**src/pmw_pkg.sv**
```systemverilog
// Behaviour
// Writing 111 to the clock select while fast moves the system clock to sub-clock.
// Slow clock comes from the low-speed crystal or RC, switching once that source is stable.
// Select values 000 to 110 pick the fast clock divided by 1 up to 64.
// A stopped fast clock restarts on return; its stable flag shows when usable.
// Halt with both keep-on bits low sleeps; only the watchdog keeps working.
// Halt with fast keep-on low, slow keep-on high stops fast clock, keeps sub-clock.
// Halt with both keep-on bits high keeps both clocks, stops program execution.
// Halt with fast keep-on high, slow keep-on low keeps fast clock, stops sub-clock.
// Every low-power state holds memory, registers and port states unchanged.
// Every halt sets the powered-down flag and clears the watchdog-timeout flag; an overflow in the halt cycle leaves the timeout flag set here.
// Every halt clears the watchdog counter; it counts on only if enabled.
// Wake on reset pin, enabled Port A falling edge, interrupt or watchdog overflow.
// Reset pin wake gives a full reset; watchdog wake gives a watchdog reset.
// Powered-down flag clears on power-up or clear-watchdog, sets on halt.
// Watchdog wake sets the timeout flag and resets only program counter and stack.
// Each Port A pin is enabled individually; a falling edge resumes after halt.
// Disabled interrupt or full stack resumes after halt, interrupt stays pending.
// Enabled interrupt with a free stack level gets its normal response on wake.
// An interrupt already requested before halt cannot wake that low-power period.
// Execution resumes only after the original system oscillator has restabilised.
// Enabling or retuning the fast RC clears its stable flag, then sets it when stable.
// Both keep-on bits are sampled in the halt cycle to choose the low-power state.
`default_nettype none
package pmw_pkg;

	localparam int PMW_PORTA_W = 8;
	localparam int PMW_IRQ_W   = 8;

	localparam logic [2:0] PMW_SEL_SUB   = 3'h7;
	localparam logic [2:0] PMW_SEL_RESET = 3'h0;

	// Clock rate and oscillator settling figures.
	localparam int PMW_CLK_PERIOD_NS  = 25;
	localparam int PMW_OSC_STABLE_NS  = 16000;
	localparam int PMW_OSC_STABLE_CYC =
		(PMW_OSC_STABLE_NS + PMW_CLK_PERIOD_NS - 1) / PMW_CLK_PERIOD_NS;
	localparam int PMW_WAKE_SETTLE_NS  = 1000;
	localparam int PMW_WAKE_SETTLE_CYC =
		(PMW_WAKE_SETTLE_NS + PMW_CLK_PERIOD_NS - 1) / PMW_CLK_PERIOD_NS;
	localparam int PMW_CNT_W = 16;

	typedef enum logic [2:0] {
		PMW_RUN,
		PMW_SLEEP,
		PMW_DOZE_SUB_ONLY,
		PMW_DOZE_BOTH_CLOCKS,
		PMW_DOZE_FAST_ONLY,
		PMW_WAKE_WAIT
	} pmw_mode_t;

	typedef enum logic [2:0] {
		PMW_WK_NONE,
		PMW_WK_FULL_RESET,
		PMW_WK_WDT_RESET,
		PMW_WK_RESUME,
		PMW_WK_IRQ
	} pmw_wake_t;

	// Pulses reported to the CPU core when a wake completes; wdt_clear pulses at halt.
	typedef struct packed {
		logic full_reset;
		logic wdt_reset;
		logic resume_after_halt;
		logic irq_service;
		logic wdt_clear;
	} pmw_event_t;

	// Clock and power state presented to the clock tree.
	typedef struct packed {
		logic [2:0] sys_clk_sel;
		logic       fast_clk_on;
		logic       sub_clk_on;
		logic       cpu_run;
		logic       wdt_count_en;
	} pmw_clk_t;

endpackage
`default_nettype wire

```
**src/pmw_power_mode_wake_control.sv**
```systemverilog
`default_nettype none
module pmw_power_mode_wake_control
	import pmw_pkg::*;
#(
	parameter int OSC_STABLE_CYC  = PMW_OSC_STABLE_CYC,
	parameter int WAKE_SETTLE_CYC = PMW_WAKE_SETTLE_CYC
) (
	input  wire logic                   i_clk,
	input  wire logic                   i_rst_n,
	input  wire logic                   i_ce,
	input  wire logic                   i_sys_clk_ctrl_wr,
	input  wire logic [2:0]             i_sys_clk_sel,
	input  wire logic                   i_fast_src_sel,
	input  wire logic                   i_low_clk_src_sel,
	input  wire logic                   i_hs_osc_keep_on_halt,
	input  wire logic                   i_ls_osc_keep_on_halt,
	input  wire logic                   i_hs_rc_enable,
	input  wire logic [1:0]             i_hs_rc_freq_sel,
	input  wire logic                   i_hs_crystal_enable,
	input  wire logic                   i_low_speed_crystal_stable,
	input  wire logic                   i_low_speed_rc_stable,
	input  wire logic                   i_halt,
	input  wire logic                   i_clr_wdt,
	input  wire logic                   i_wdt_enable,
	input  wire logic                   i_wdt_overflow,
	input  wire logic                   i_ext_reset_pin_n,
	input  wire logic [PMW_PORTA_W-1:0] i_porta,
	input  wire logic [PMW_PORTA_W-1:0] i_porta_wake_enable,
	input  wire logic [PMW_IRQ_W-1:0]   i_irq_req,
	input  wire logic [PMW_IRQ_W-1:0]   i_irq_enable,
	input  wire logic                   i_stack_full,
	output pmw_mode_t                   o_mode,
	output pmw_clk_t                    o_clk,
	output pmw_event_t                  o_event,
	output logic                        o_powered_down_flag,
	output logic                        o_watchdog_timeout_flag,
	output logic                        o_hs_rc_stable_flag,
	output logic                        o_hs_crystal_stable_flag
);
	typedef struct packed {
		pmw_mode_t            mode;
		pmw_wake_t            wake;
		logic [2:0]           sel_req;
		pmw_clk_t             clk;
		pmw_event_t           ev;
		logic [PMW_IRQ_W-1:0] irq_armed;
		logic [PMW_CNT_W-1:0] settle;
		logic                 powered_down_flag;
		logic                 to;
		logic [1:0]           rc_freq;
		logic                 rc_en;
	} pmw_state_t;

	localparam pmw_state_t PMW_STATE_RESET = '{
		mode:      PMW_RUN,
		wake:      PMW_WK_NONE,
		sel_req:   PMW_SEL_RESET,
		clk:       '{sys_clk_sel: PMW_SEL_RESET, fast_clk_on: 1'b1,
			sub_clk_on: 1'b1, cpu_run: 1'b1, wdt_count_en: 1'b0},
		ev:        '0,
		irq_armed: '0,
		settle:    '0,
		powered_down_flag:       1'b0,
		to:        1'b0,
		rc_freq:   2'h0,
		rc_en:     1'b0
	};

	pmw_state_t           st_reg;
	pmw_state_t           st_next;
	logic                 hs_rc_stable;
	logic                 hs_xtal_stable;
	logic                 hs_stable;
	logic                 ls_stable;
	logic                 porta_fall;
	logic                 rc_restart;
	logic                 low_power;
	logic [PMW_IRQ_W-1:0] irq_wake;

	// Oscillators power down with the fast clock, so their flags re-arm.
	assign rc_restart = (i_hs_rc_enable & ~st_reg.rc_en)
		| (i_hs_rc_freq_sel != st_reg.rc_freq);

	pmw_osc_stable #(
		.STABLE_CYC (OSC_STABLE_CYC)
	) u_hs_rc (
		.i_clk     (i_clk),
		.i_rst_n   (i_rst_n),
		.i_ce      (i_ce),
		.i_run     (i_hs_rc_enable & st_reg.clk.fast_clk_on),
		.i_restart (rc_restart),
		.o_stable  (hs_rc_stable)
	);

	pmw_osc_stable #(
		.STABLE_CYC (OSC_STABLE_CYC)
	) u_hs_xtal (
		.i_clk     (i_clk),
		.i_rst_n   (i_rst_n),
		.i_ce      (i_ce),
		.i_run     (i_hs_crystal_enable & st_reg.clk.fast_clk_on),
		.i_restart (1'b0),
		.o_stable  (hs_xtal_stable)
	);

	pmw_porta_wake #(
		.WIDTH (PMW_PORTA_W)
	) u_porta (
		.i_clk    (i_clk),
		.i_rst_n  (i_rst_n),
		.i_ce     (i_ce),
		.i_pin    (i_porta),
		.i_enable (i_porta_wake_enable),
		.o_fall   (porta_fall)
	);

	assign hs_stable = i_fast_src_sel ? hs_xtal_stable : hs_rc_stable;
	assign ls_stable = i_low_clk_src_sel ? i_low_speed_crystal_stable
		: i_low_speed_rc_stable;
	assign low_power = (st_reg.mode == PMW_SLEEP)
		|| (st_reg.mode == PMW_DOZE_SUB_ONLY)
		|| (st_reg.mode == PMW_DOZE_BOTH_CLOCKS)
		|| (st_reg.mode == PMW_DOZE_FAST_ONLY);
	// Requests only count as wake sources while the core is halted, and
	// only on lines that were quiet at the halt instruction. A request
	// that was already pending is left to the core's interrupt logic.
	assign irq_wake = i_irq_req & st_reg.irq_armed
		& {PMW_IRQ_W{low_power}};

	always_comb begin
		st_next         = st_reg;
		st_next.ev      = '0;
		st_next.rc_en   = i_hs_rc_enable;
		st_next.rc_freq = i_hs_rc_freq_sel;

		// The select and stable trackers follow their inputs every cycle,
		// so a change made while halted is seen at once on return.

		// Halt is applied first so a same-cycle timeout still wins; a same-cycle clear is ignored.
		// The timeout flag is a set-wins flag: an overflow in the halt cycle
		// must not be lost, or software could not tell why it woke.
		if (i_halt && st_reg.mode == PMW_RUN) begin
			st_next.powered_down_flag = 1'b1;
			st_next.to  = 1'b0;
		end
		if (i_clr_wdt && !(i_halt && st_reg.mode == PMW_RUN))
			st_next.powered_down_flag = 1'b0;
		if (i_wdt_overflow)
			st_next.to = 1'b1;

		case (st_reg.mode)
		PMW_RUN: begin
			// Writes are only taken while running; a later write replaces
			// a pending one that has not yet completed.
			if (i_sys_clk_ctrl_wr)
				st_next.sel_req = i_sys_clk_sel;
			// A switch completes only once the target source is stable.
			if (st_reg.sel_req != st_reg.clk.sys_clk_sel) begin
				if (st_reg.sel_req == PMW_SEL_SUB) begin
					if (ls_stable)
						st_next.clk.sys_clk_sel = PMW_SEL_SUB;
				end else if (hs_stable) begin
					st_next.clk.sys_clk_sel = st_reg.sel_req;
				end
			end
			if (i_halt) begin
				st_next.ev.wdt_clear = 1'b1;
				st_next.irq_armed    = ~i_irq_req;
				case ({i_hs_osc_keep_on_halt, i_ls_osc_keep_on_halt})
				2'b00:   st_next.mode = PMW_SLEEP;
				2'b01:   st_next.mode = PMW_DOZE_SUB_ONLY;
				2'b11:   st_next.mode = PMW_DOZE_BOTH_CLOCKS;
				2'b10:   st_next.mode = PMW_DOZE_FAST_ONLY;
				default: st_next.mode = PMW_SLEEP;
				endcase
			end
		end
		PMW_SLEEP, PMW_DOZE_SUB_ONLY, PMW_DOZE_BOTH_CLOCKS,
		PMW_DOZE_FAST_ONLY: begin
			// Nothing else changes here, so all held state stays as it was.
			// The wake sources are taken in a fixed priority: the reset pin
			// first, then the watchdog, then Port A, then interrupts. Only
			// one wake reason is kept, so a lower source that fires in the
			// same cycle is not recorded by this block.
			st_next.settle = '0;
			if (!i_ext_reset_pin_n) begin
				st_next.wake = PMW_WK_FULL_RESET;
				st_next.mode = PMW_WAKE_WAIT;
			end else if (i_wdt_overflow) begin
				st_next.wake = PMW_WK_WDT_RESET;
				st_next.mode = PMW_WAKE_WAIT;
			end else if (porta_fall) begin
				st_next.wake = PMW_WK_RESUME;
				st_next.mode = PMW_WAKE_WAIT;
			end else if (|irq_wake) begin
				if (|(irq_wake & i_irq_enable) && !i_stack_full)
					st_next.wake = PMW_WK_IRQ;
				else
					st_next.wake = PMW_WK_RESUME;
				st_next.mode = PMW_WAKE_WAIT;
			end
		end
		PMW_WAKE_WAIT: begin
			// Waking waits for the original oscillator, then WAKE_SETTLE_CYC stable cycles.
			// The settle count restarts whenever the source drops out, so a
			// glitching oscillator can never be trusted half way.
			if ((st_reg.clk.sys_clk_sel == PMW_SEL_SUB) ? ls_stable
				: hs_stable) begin
				if (st_reg.settle == PMW_CNT_W'(WAKE_SETTLE_CYC - 1)) begin
					st_next.mode   = PMW_RUN;
					st_next.settle = '0;
					st_next.wake   = PMW_WK_NONE;
					case (st_reg.wake)
					PMW_WK_FULL_RESET: st_next.ev.full_reset = 1'b1;
					PMW_WK_WDT_RESET:  st_next.ev.wdt_reset = 1'b1;
					PMW_WK_IRQ:        st_next.ev.irq_service = 1'b1;
					PMW_WK_RESUME:
						st_next.ev.resume_after_halt = 1'b1;
					default:           st_next.ev.resume_after_halt = 1'b1;
					endcase
				end else begin
					st_next.settle = st_reg.settle + PMW_CNT_W'(1);
				end
			end else begin
				st_next.settle = '0;
			end
		end
		default: st_next.mode = PMW_RUN;
		endcase

		// Clock tree follows the next mode so the outputs stay registered.
		// Driving it from the next state costs a little logic depth but
		// keeps the clock gates in step with the mode the core sees.
		case (st_next.mode)
		PMW_RUN: begin
			// The fast clock stops in slow mode until a return is requested.
			st_next.clk.fast_clk_on =
				(st_next.clk.sys_clk_sel != PMW_SEL_SUB)
				|| (st_next.sel_req != PMW_SEL_SUB);
			st_next.clk.sub_clk_on = 1'b1;
			st_next.clk.cpu_run    = 1'b1;
		end
		PMW_SLEEP: begin
			st_next.clk.fast_clk_on = 1'b0;
			st_next.clk.sub_clk_on  = 1'b0;
			st_next.clk.cpu_run     = 1'b0;
		end
		PMW_DOZE_SUB_ONLY: begin
			st_next.clk.fast_clk_on = 1'b0;
			st_next.clk.sub_clk_on  = 1'b1;
			st_next.clk.cpu_run     = 1'b0;
		end
		PMW_DOZE_BOTH_CLOCKS: begin
			st_next.clk.fast_clk_on = 1'b1;
			st_next.clk.sub_clk_on  = 1'b1;
			st_next.clk.cpu_run     = 1'b0;
		end
		PMW_DOZE_FAST_ONLY: begin
			st_next.clk.fast_clk_on = 1'b1;
			st_next.clk.sub_clk_on  = 1'b0;
			st_next.clk.cpu_run     = 1'b0;
		end
		PMW_WAKE_WAIT: begin
			st_next.clk.fast_clk_on =
				(st_next.clk.sys_clk_sel != PMW_SEL_SUB);
			st_next.clk.sub_clk_on  = 1'b1;
			st_next.clk.cpu_run     = 1'b0;
		end
		default: begin
			st_next.clk.fast_clk_on = 1'b1;
			st_next.clk.sub_clk_on  = 1'b1;
			st_next.clk.cpu_run     = 1'b1;
		end
		endcase
		// The watchdog alone keeps running through sleep when enabled.
		// Its counter lives outside this block; only the enable is passed.
		st_next.clk.wdt_count_en = i_wdt_enable;
	end

	// Reset acts as power-up: the powered-down flag starts clear and the
	// core runs from the undivided fast clock.
	always_ff @(posedge i_clk) begin
		if (!i_rst_n)
			st_reg <= PMW_STATE_RESET;
		else if (i_ce)
			st_reg <= st_next;
	end

	assign o_mode                   = st_reg.mode;
	assign o_clk                    = st_reg.clk;
	assign o_event                  = st_reg.ev;
	assign o_powered_down_flag      = st_reg.powered_down_flag;
	assign o_watchdog_timeout_flag  = st_reg.to;
	assign o_hs_rc_stable_flag      = hs_rc_stable;
	assign o_hs_crystal_stable_flag = hs_xtal_stable;
endmodule
`default_nettype wire

```
**src/pmw_osc_stable.sv**
```systemverilog
`default_nettype none
module pmw_osc_stable
	import pmw_pkg::*;
#(
	parameter int STABLE_CYC = PMW_OSC_STABLE_CYC
) (
	input  wire logic i_clk,
	input  wire logic i_rst_n,
	input  wire logic i_ce,
	input  wire logic i_run,
	input  wire logic i_restart,
	output logic      o_stable
);
	typedef struct packed {
		logic [PMW_CNT_W-1:0] cnt;
		logic                 stable;
	} pmw_osc_st_t;

	pmw_osc_st_t st_reg;
	pmw_osc_st_t st_next;

	always_comb begin
		st_next = st_reg;
		if (!i_run || i_restart) begin
			st_next.cnt    = '0;
			st_next.stable = 1'b0;
		end else if (!st_reg.stable) begin
			if (st_reg.cnt == PMW_CNT_W'(STABLE_CYC - 1))
				st_next.stable = 1'b1;
			else
				st_next.cnt = st_reg.cnt + PMW_CNT_W'(1);
		end
	end

	always_ff @(posedge i_clk) begin
		if (!i_rst_n)
			st_reg <= '0;
		else if (i_ce)
			st_reg <= st_next;
	end

	assign o_stable = st_reg.stable;
endmodule
`default_nettype wire

```
**src/pmw_porta_wake.sv**
```systemverilog
`default_nettype none
module pmw_porta_wake
	import pmw_pkg::*;
#(
	parameter int WIDTH = PMW_PORTA_W
) (
	input  wire logic             i_clk,
	input  wire logic             i_rst_n,
	input  wire logic             i_ce,
	input  wire logic [WIDTH-1:0] i_pin,
	input  wire logic [WIDTH-1:0] i_enable,
	output logic                  o_fall
);
	typedef struct packed {
		logic [WIDTH-1:0] prev;
		logic             fall;
	} pmw_pw_st_t;

	pmw_pw_st_t       st_reg;
	pmw_pw_st_t       st_next;
	logic [WIDTH-1:0] edge_hit;

	genvar g;
	generate
		for (g = 0; g < WIDTH; g++) begin : g_pin
			assign edge_hit[g] = i_enable[g] & st_reg.prev[g] & ~i_pin[g];
		end
	endgenerate

	always_comb begin
		st_next      = st_reg;
		st_next.prev = i_pin;
		st_next.fall = |edge_hit;
	end

	// Previous level resets high so a pin held low at reset counts as a falling edge.
	always_ff @(posedge i_clk) begin
		if (!i_rst_n)
			st_reg <= '{prev: '1, fall: 1'b0};
		else if (i_ce)
			st_reg <= st_next;
	end

	assign o_fall = st_reg.fall;
endmodule
`default_nettype wire

```
**config.mk**
```make
export PLATFORM = sky130hd
export DESIGN_NAME = pmw_power_mode_wake_control
export DESIGN_NICKNAME = d
export VERILOG_FILES = /design/src/pmw_pkg.sv /design/src/pmw_power_mode_wake_control.sv /design/src/pmw_osc_stable.sv /design/src/pmw_porta_wake.sv
export SDC_FILE = /design/constraint.sdc
export NUM_CORES = 1
export LEC_CHECK = 0
export BUFFER_PORTS_ARGS = -buffer_cell sky130_fd_sc_hd__buf_4
export CAP_MARGIN = 40
export CORE_MARGIN = 5
export CORE_UTILIZATION = 51
export DETAILED_ROUTE_END_ITERATION = 6
export PLACE_DENSITY = 0.76
export SLEW_MARGIN = 20
export SYNTH_ARGS = -nofsm -noshare
export SYNTH_HDL_FRONTEND = slang
export SYNTH_SLANG_ARGS = --single-unit
```
**constraint.sdc**
```tcl
create_clock -name i_clk -period 1.9 [get_ports i_clk]
set_input_delay 0.38 -clock i_clk [delete_from_list [all_inputs] [get_ports i_clk]]
set_output_delay 0.38 -clock i_clk [all_outputs]
set_load 0.1 [all_outputs]
```
==> results of run 1 <==
## layer usage
layer	vias to the layer above	GRT usage, %	routed length [um]
met4	0	7.31	224
met2	110	37.0	6170
met5	-	0	0
met1	2095	24.2	4840
li1	2171	-	-
met3	22	4.44	680
## power breakdown
part	switching [mW]	internal (mW)
combinational	0.476	0.385
clock	0.749	0.657
sequential	0.0550	2.01
## tightest hold or removal path: stages
cell	delay, ns
buf_4	0.08
mux2i_1	0.05
nand2_1	0.06
## timing repair
item	CTS	global route
setup buffers	5	6
pin swaps	12	28
endpoints found under the setup margin	27	36
cloned	0	0
gates resized for setup	16	51
## cell type report
type                       count  area (um^2)
multi-input combinational    397         2810
fill                         626         2420
sequential                    93         1890
timing repair buffer         162         1240
clock buffer                  10          138
tap                          108          135
clock inverter                 6         70.1
inverter                      14         52.6
## Yosys cell counts, types with 3 or more instances
cell and n:
xnor2_1 21, mux2i_1 17, nor2_1 64, or4_1 3
o211a_1 11, o22ai_1 3, nor2b_1 15, dfxtp_1 93
buf_1 3, o21ai_0 15, nand4_1 20, nand2_1 51
nor4_1 4, inv_1 14, o21a_1 6, nor3b_1 3
nor3_1 5, and2_1 4, buf_4 16, o221a_2 3
xor2_1 24, nand3b_1 8, a22oi_1 4, or3_1 8
and4_1 3, ha_1 7, nand3_1 35, clkbuf_1 14
a21oi_1 16, a21boi_0 3, and3_1 11, nand2b_1 3
## through the flow
stage	std cells	TNS [ns]	area (um^2)	hold WS [ns]	utilization, %
2_1_floorplan	538	-0.113	4670	0.442	-
3_3_place_gp	764	-0.905	5780	0.454	65.9
3_5_place_dp	764	-1.38	5780	0.461	65.9
4_1_cts	785	-0.333	6100	0.237	69.6
5_1_grt	790	-1.27	6340	0.244	72.3
6_report	790	-0.269	6340	0.245	72.3
## logic make-up (layout without fill, tap and decap cells)
group / after synthesis / in the layout
muxes: 19 / 19
AOI/OAI and AO/OA: 79 / 79
buffers and inverters: 48 / 192
and+or+nand+nor: 247 / 247
adders and majority gates: 7 / 7
DFF: 93 / 93
xor gates and xnor gates: 45 / 45
## worst max-delay path by stage
stage                     depth (start not counted)         end               start
final                                             7  st_reg[46]           st_reg[6]
after floorplan                                   6  st_reg[46]  u_hs_xtal.o_stable
after CTS                                         7  st_reg[46]           st_reg[6]
after detailed placement                          8    o_clk[3]        i_irq_req[5]
after global routing                              7  st_reg[46]           st_reg[6]
after global placement                            8    o_clk[3]        i_irq_req[5]
## cells in the final DEF (no fill, tap or decap), drive strengths merged, types with 2 or more instances in the layout
cell        n
or4         3
o21ai      17
clkbuf     10
or3         8
and2        5
inv        16
nand2      51
buf       162
o21a        6
nand2b      3
nor3b       3
a21boi      4
xor2       24
a2bb2oi     2
nor4b       3
o221a       3
nor4bb      2
nand3      35
ha          7
nor3        6
o22ai       3
o211a      11
a22oi       4
dfxtp      93
a21oi      16
and4        3
xnor2      21
a31oi       2
nand4      20
and3       11
mux2i      17
nor2       64
nor2b      15
clkinvlp    2
nand3b      8
nor4        4
mux2        2
==> impl_metrics.py, run 1 <==
metrics = {
    "status": {
        "outcome": "finished, violations left",
        "violations": "negative setup slack",
    },
    "setup_path": {
        "timing.rr.start": "st_reg[6]",
        "cp.buffers_inverters": 0,
        "cp_slowest_cell": "or4_1",
        "crit_arrival_ns": 2.33,
        "worstReg2RegEnd": "st_reg[46]",
        "start_kind": "flip-flop",
        "cp_cell_sequence": "ha_4 > and4bb_2 > nand4_1 > o21a_1 > a211o_1 > or4_1 > a21boi_1",
        "worstPathRequired_ns": 2.19,
        "reg2reg_depth": 7,
        "ff2ff_setup_slack_ns": -0.14,
        "critical_path_class": "reg -> reg",
        "worst-path-max-fanout": 3,
        "crit_path_end_kind": "flip-flop",
        "cpPeakStageDelay_ns": 0.48,
        "critical-path-top-delay-family": "simple AND/OR/NAND/NOR gates",
    },
    "final_layout": {
        "drive_gt1_share_pct": 36.5,
        "antenna_cells": 0,
        "syn_to_final_growth_pct": 37.4,
        "nets": 739,
        "largest_register_ffs": 33,
    },
    "synth": {
        "yosys-top-cells-area": "dfxtp_1 (40%), nor2_1 (5.2%), xor2_1 (4.6%), nand2_1 (4.1%), xnor2_1 (4.0%)",
        "yosysSeqAreaShare_pct": 40.4,
        "synth_cells": 538,
        "synthFlopType": "dfxtp_1",
        "synthArstFlopShare_pct": 0,
        "synth_edf_count": 0,
        "synth_area_um2": 4610,
        "synth_compound_area_share_pct": 12.3,
        "yosys.area.top_type": "dfxtp_1",
        "synth_xor_xnor_area_share_pct": 8.54,
        "synth.distinct_cells": 57,
        "ys_warn_count": 0,
        "synth-simple-area-share_pct": 27.5,
        "ys_ff_latch": 93,
        "synthMuxAreaShare_pct": 4.18,
        "syn_nets": 600,
        "syn_area_per_cell_um2": 8.57,
        "synth_top_area_share_pct": 40.4,
        "synth_top_family_by_area": "simple AND/OR/NAND/NOR gates",
        "synth_adder_area_share_pct": 1.90,
    },
    "power_and_ir_drop": {
        "p_leak_nw": 2.66,
        "power-per-cell-area_nw_per_um2": 683,
        "power_mw": 4.33,
        "peakVddDrop_mv": 0.441,
    },
    "grt": {
        "grt_max_degree": 43,
        "globalRoute.totalOverflow": 0,
        "grt_usage_pct": 20.7,
        "grt_pass1_vias": 4346,
        "antenna_found_initial": 0,
        "grt_pass1_wl_um": 19500,
    },
    "clocking": {
        "cts_sinks": 93,
        "htreeDepth": 3,
        "cts_buffers": 9,
        "holdBufCountCts": 0,
        "root_buffer": "clkbuf_8",
        "clock_path_buffers": 2,
        "cts_tree": "done",
        "cts.clk_slew.worst_paths_ns": 0.09,
        "insertion_delay_ns": 0.36,
    },
    "route": {
        "wl_per_cell_um": 15.1,
        "drt_wl_total_um": 11900,
        "drc": 0,
        "routed_via_density": 5.57,
        "ant_nets": 0,
        "vias": 4398,
        "drtIter0Drc": 190,
        "dr.pass1.iters": 5,
    },
    "worst_hold_path": {
        "holdPathStages": 3,
        "holdCritPathClass": "in -> reg",
        "min_to": "u_porta.st_reg[1]",
        "hold_start": "i_porta[0]",
    },
    "die": {
        "dieWidth_um": 105,
        "die_y_um": 105,
        "io_pins": 74,
        "start_util_pct": 52.6,
        "fp.dieArea_um2": 11000,
        "coreArea_um2": 8760,
        "rows": 34,
    },
    "timing": {
        "hold_viol": 0,
        "fin_crit_sh_pct": 107,
        "setup_violations": 5,
        "worst_slack_ns": -0.138,
        "drv_slew": 0,
        "slew_headroom_pct": 65.5,
        "fmax_mhz": 491,
        "max_slew.worst_pin.slew_ns": 0.517,
        "rsz0062_at_grt": "true",
        "clock_skew_ns": 0.0112,
        "period_needed_ns": 2.04,
    },
    "place": {
        "place.gp.congestion": 0.806,
        "dpl.hpwl_um": 8300,
        "place_ws_ns": -0.308,
        "io_buffer_count": 73,
    },
    "run": {
        "max-cap-violations": 0,
    },
}
(Power assumes the default switching activity.)
==> inputs of run 2 (changes only) <==
- CORE_UTILIZATION: 51 -> 50
- PLACE_DENSITY: 0.76 -> 0.75
==> impl_metrics.py, run 2 (same netlist as run 1, synthesis figures left out) <==
metrics = {
    "status": {
        "outcome": "finished, violations left",
        "violations": "negative setup slack",
    },
    "route": {
        "ant_nets": 0,
        "drtIter0Drc": 218,
        "drt_wl_total_um": 11400,
        "wl_per_cell_um": 14.5,
        "dr.pass1.iters": 6,
        "routed_via_density": 5.47,
        "vias": 4323,
        "drc": 0,
    },
    "final_layout": {
        "largest_register_ffs": 33,
        "layout_commonest_cell": "buf_4",
        "final_cell_area_um2": 6210,
        "fillers": 708,
        "multi_input_area_um2": 2710,
        "antenna_cells": 0,
        "syn_to_final_growth_pct": 34.6,
        "layout_common_cells": "buf_4 (157), dfxtp_1 (79), nor2_1 (60), nand2_1 (48), nand3_1 (33)",
        "nets": 736,
        "area.sequential_um2": 1880,
        "drive_gt1_share_pct": 34.3,
    },
    "power_and_ir_drop": {
        "p_leak_nw": 2.63,
        "peakVddDrop_mv": 0.391,
        "power-per-cell-area_nw_per_um2": 704,
    },
    "die": {
        "fp.dieArea_um2": 11200,
        "start_util_pct": 50.6,
        "die_y_um": 106,
        "io_pins": 74,
        "dieWidth_um": 106,
        "rows": 35,
        "coreArea_um2": 9110,
    },
    "setup_path": {
        "cp-startpoint": "st_reg[5]",
        "critical-path-top-delay-family": "compound AO/OA/AOI/OAI gates",
        "worstSetupEndpoint": "o_clk[3]",
        "worst-path-max-fanout": 4,
        "cpPeakStageDelay_ns": 0.36,
        "crit_cells": 8,
        "start_kind": "flip-flop",
        "crit_arrival_ns": 2.28,
        "cp_slowest_cell": "dfxtp_2",
        "cp_cell_sequence": "ha_4 > and4bb_2 > nand4_1 > o21a_1 > buf_6 > a311oi_4 > o32a_1 > a2bb2oi_1",
        "worstReg2RegEnd": "o_clk[3]",
        "critical_path_class": "reg -> reg",
        "reg2reg_depth": 8,
        "crit_path_end_kind": "flip-flop",
        "ff2ff_setup_slack_ns": -0.08,
        "cp.buffers_inverters": 1,
        "timing.rr.start": "st_reg[5]",
        "worstPathRequired_ns": 2.19,
    },
    "clocking": {
        "htreeDepth": 3,
        "cts.clk_slew.worst_paths_ns": 0.09,
        "cts_sinks": 93,
        "cts_tree": "done",
        "root_buffer": "clkbuf_8",
        "cts_buffers": 9,
        "insertion_delay_ns": 0.37,
        "clock_path_buffers": 2,
    },
    "place": {
        "place.gp.congestion": 0.851,
        "io_buffer_count": 73,
        "dpl.hpwl_um": 8190,
        "place_area_um2": 5740,
    },
    "timing": {
        "drv_slew": 0,
        "clock_skew_ns": 0.0119,
        "fmax_mhz": 504,
        "setup_violations": 6,
        "worst_slack_ns": -0.0834,
        "hold_ws_ns": 0.238,
        "period_needed_ns": 1.98,
        "slew_headroom_pct": 73.1,
        "rsz0062_at_grt": "true",
        "hold_viol": 0,
        "max_slew.worst_pin.slew_ns": 0.403,
        "fin_crit_sh_pct": 104,
        "tns_ns": -0.227,
    },
    "grt": {
        "globalRoute.totalOverflow": 0,
        "grt_pass1_wl_um": 18900,
        "antenna_found_initial": 0,
        "grt_usage_pct": 20.0,
        "grt_max_degree": 34,
        "grt_pass1_vias": 4354,
    },
    "worst_hold_path": {
        "holdCritPathClass": "in -> reg",
    },
    "run": {
        "max-cap-violations": 0,
    },
}
-- run 2: routing by layer --
layer  GRT usage [%]  vias up  part of all wire (%)
met5               0        -                     0
met3            4.13       28                   5.4
met1            23.5     2019                    42
li1                -     2156                     -
met4            7.77        0                   2.4
met2            35.5      120                    51
-- run 2: stage by stage --
stage               util [%]  setup WS (ns)  std cells  power [mW]
finish                  68.2        -0.0834        790        4.37
detailed placement      63.0         -0.321        764        2.89
floorplan                  -        -0.0728        538        2.59
CTS                     66.5        -0.0899        787        4.37
global placement        63.0         -0.236        764        2.87
global route            68.2         -0.184        790        4.56
-- run 2: worst register-to-register path: stages, from the launching register on --
cell and delay (ns):
dfxtp_2 0.36, ha_4 0.13, and4bb_2 0.21, nand4_1 0.12
o21a_1 0.24, buf_6 0.13, a311oi_4 0.35, o32a_1 0.22
a2bb2oi_1 0.14
-- run 2: worst min-delay path by stage --
stage,start,to,slack (ns),cells past startpoint
4_1_cts,i_porta[0],u_porta.st_reg[1],0.23,3
2_1_floorplan,u_porta.st_reg[1],u_porta.st_reg[1],0.44,2
5_1_grt,i_porta[2],u_porta.st_reg[3],0.24,3
6_report,i_porta[3],u_porta.st_reg[4],0.24,3
3_5_place_dp,u_porta.st_reg[7],u_porta.st_reg[7],0.46,2
3_3_place_gp,u_porta.st_reg[7],u_porta.st_reg[7],0.45,2
-- run 2: repair_timing --
action                     4_1_cts  5_1_grt
hold buffers                     0        0
setup buffers                    7        3
setup endpoints to repair       18       44
resized for setup               16       34
gates cloned                     0        0
pin swaps                       16       22
-- run 2: area by class of cell --
| cell class | instances | share of cell area [%] |
|---|---|---|
| repair buffers | 159 | 19.3 |
| clock inverters | 7 | 1.57 |
| multi-input cells | 397 | 43.7 |
| flip-flops and latches | 93 | 30.3 |
| inverters | 14 | 0.846 |
| clock buffers | 9 | 1.99 |
| well taps | 111 | 2.24 |
-- run 2: power breakdown --
group / internal [mW] / total, mW / switching, mW
sequential: 2.01 / 2.06 / 0.0519
combinational: 0.370 / 0.838 / 0.469
clock: 0.748 / 1.47 / 0.723
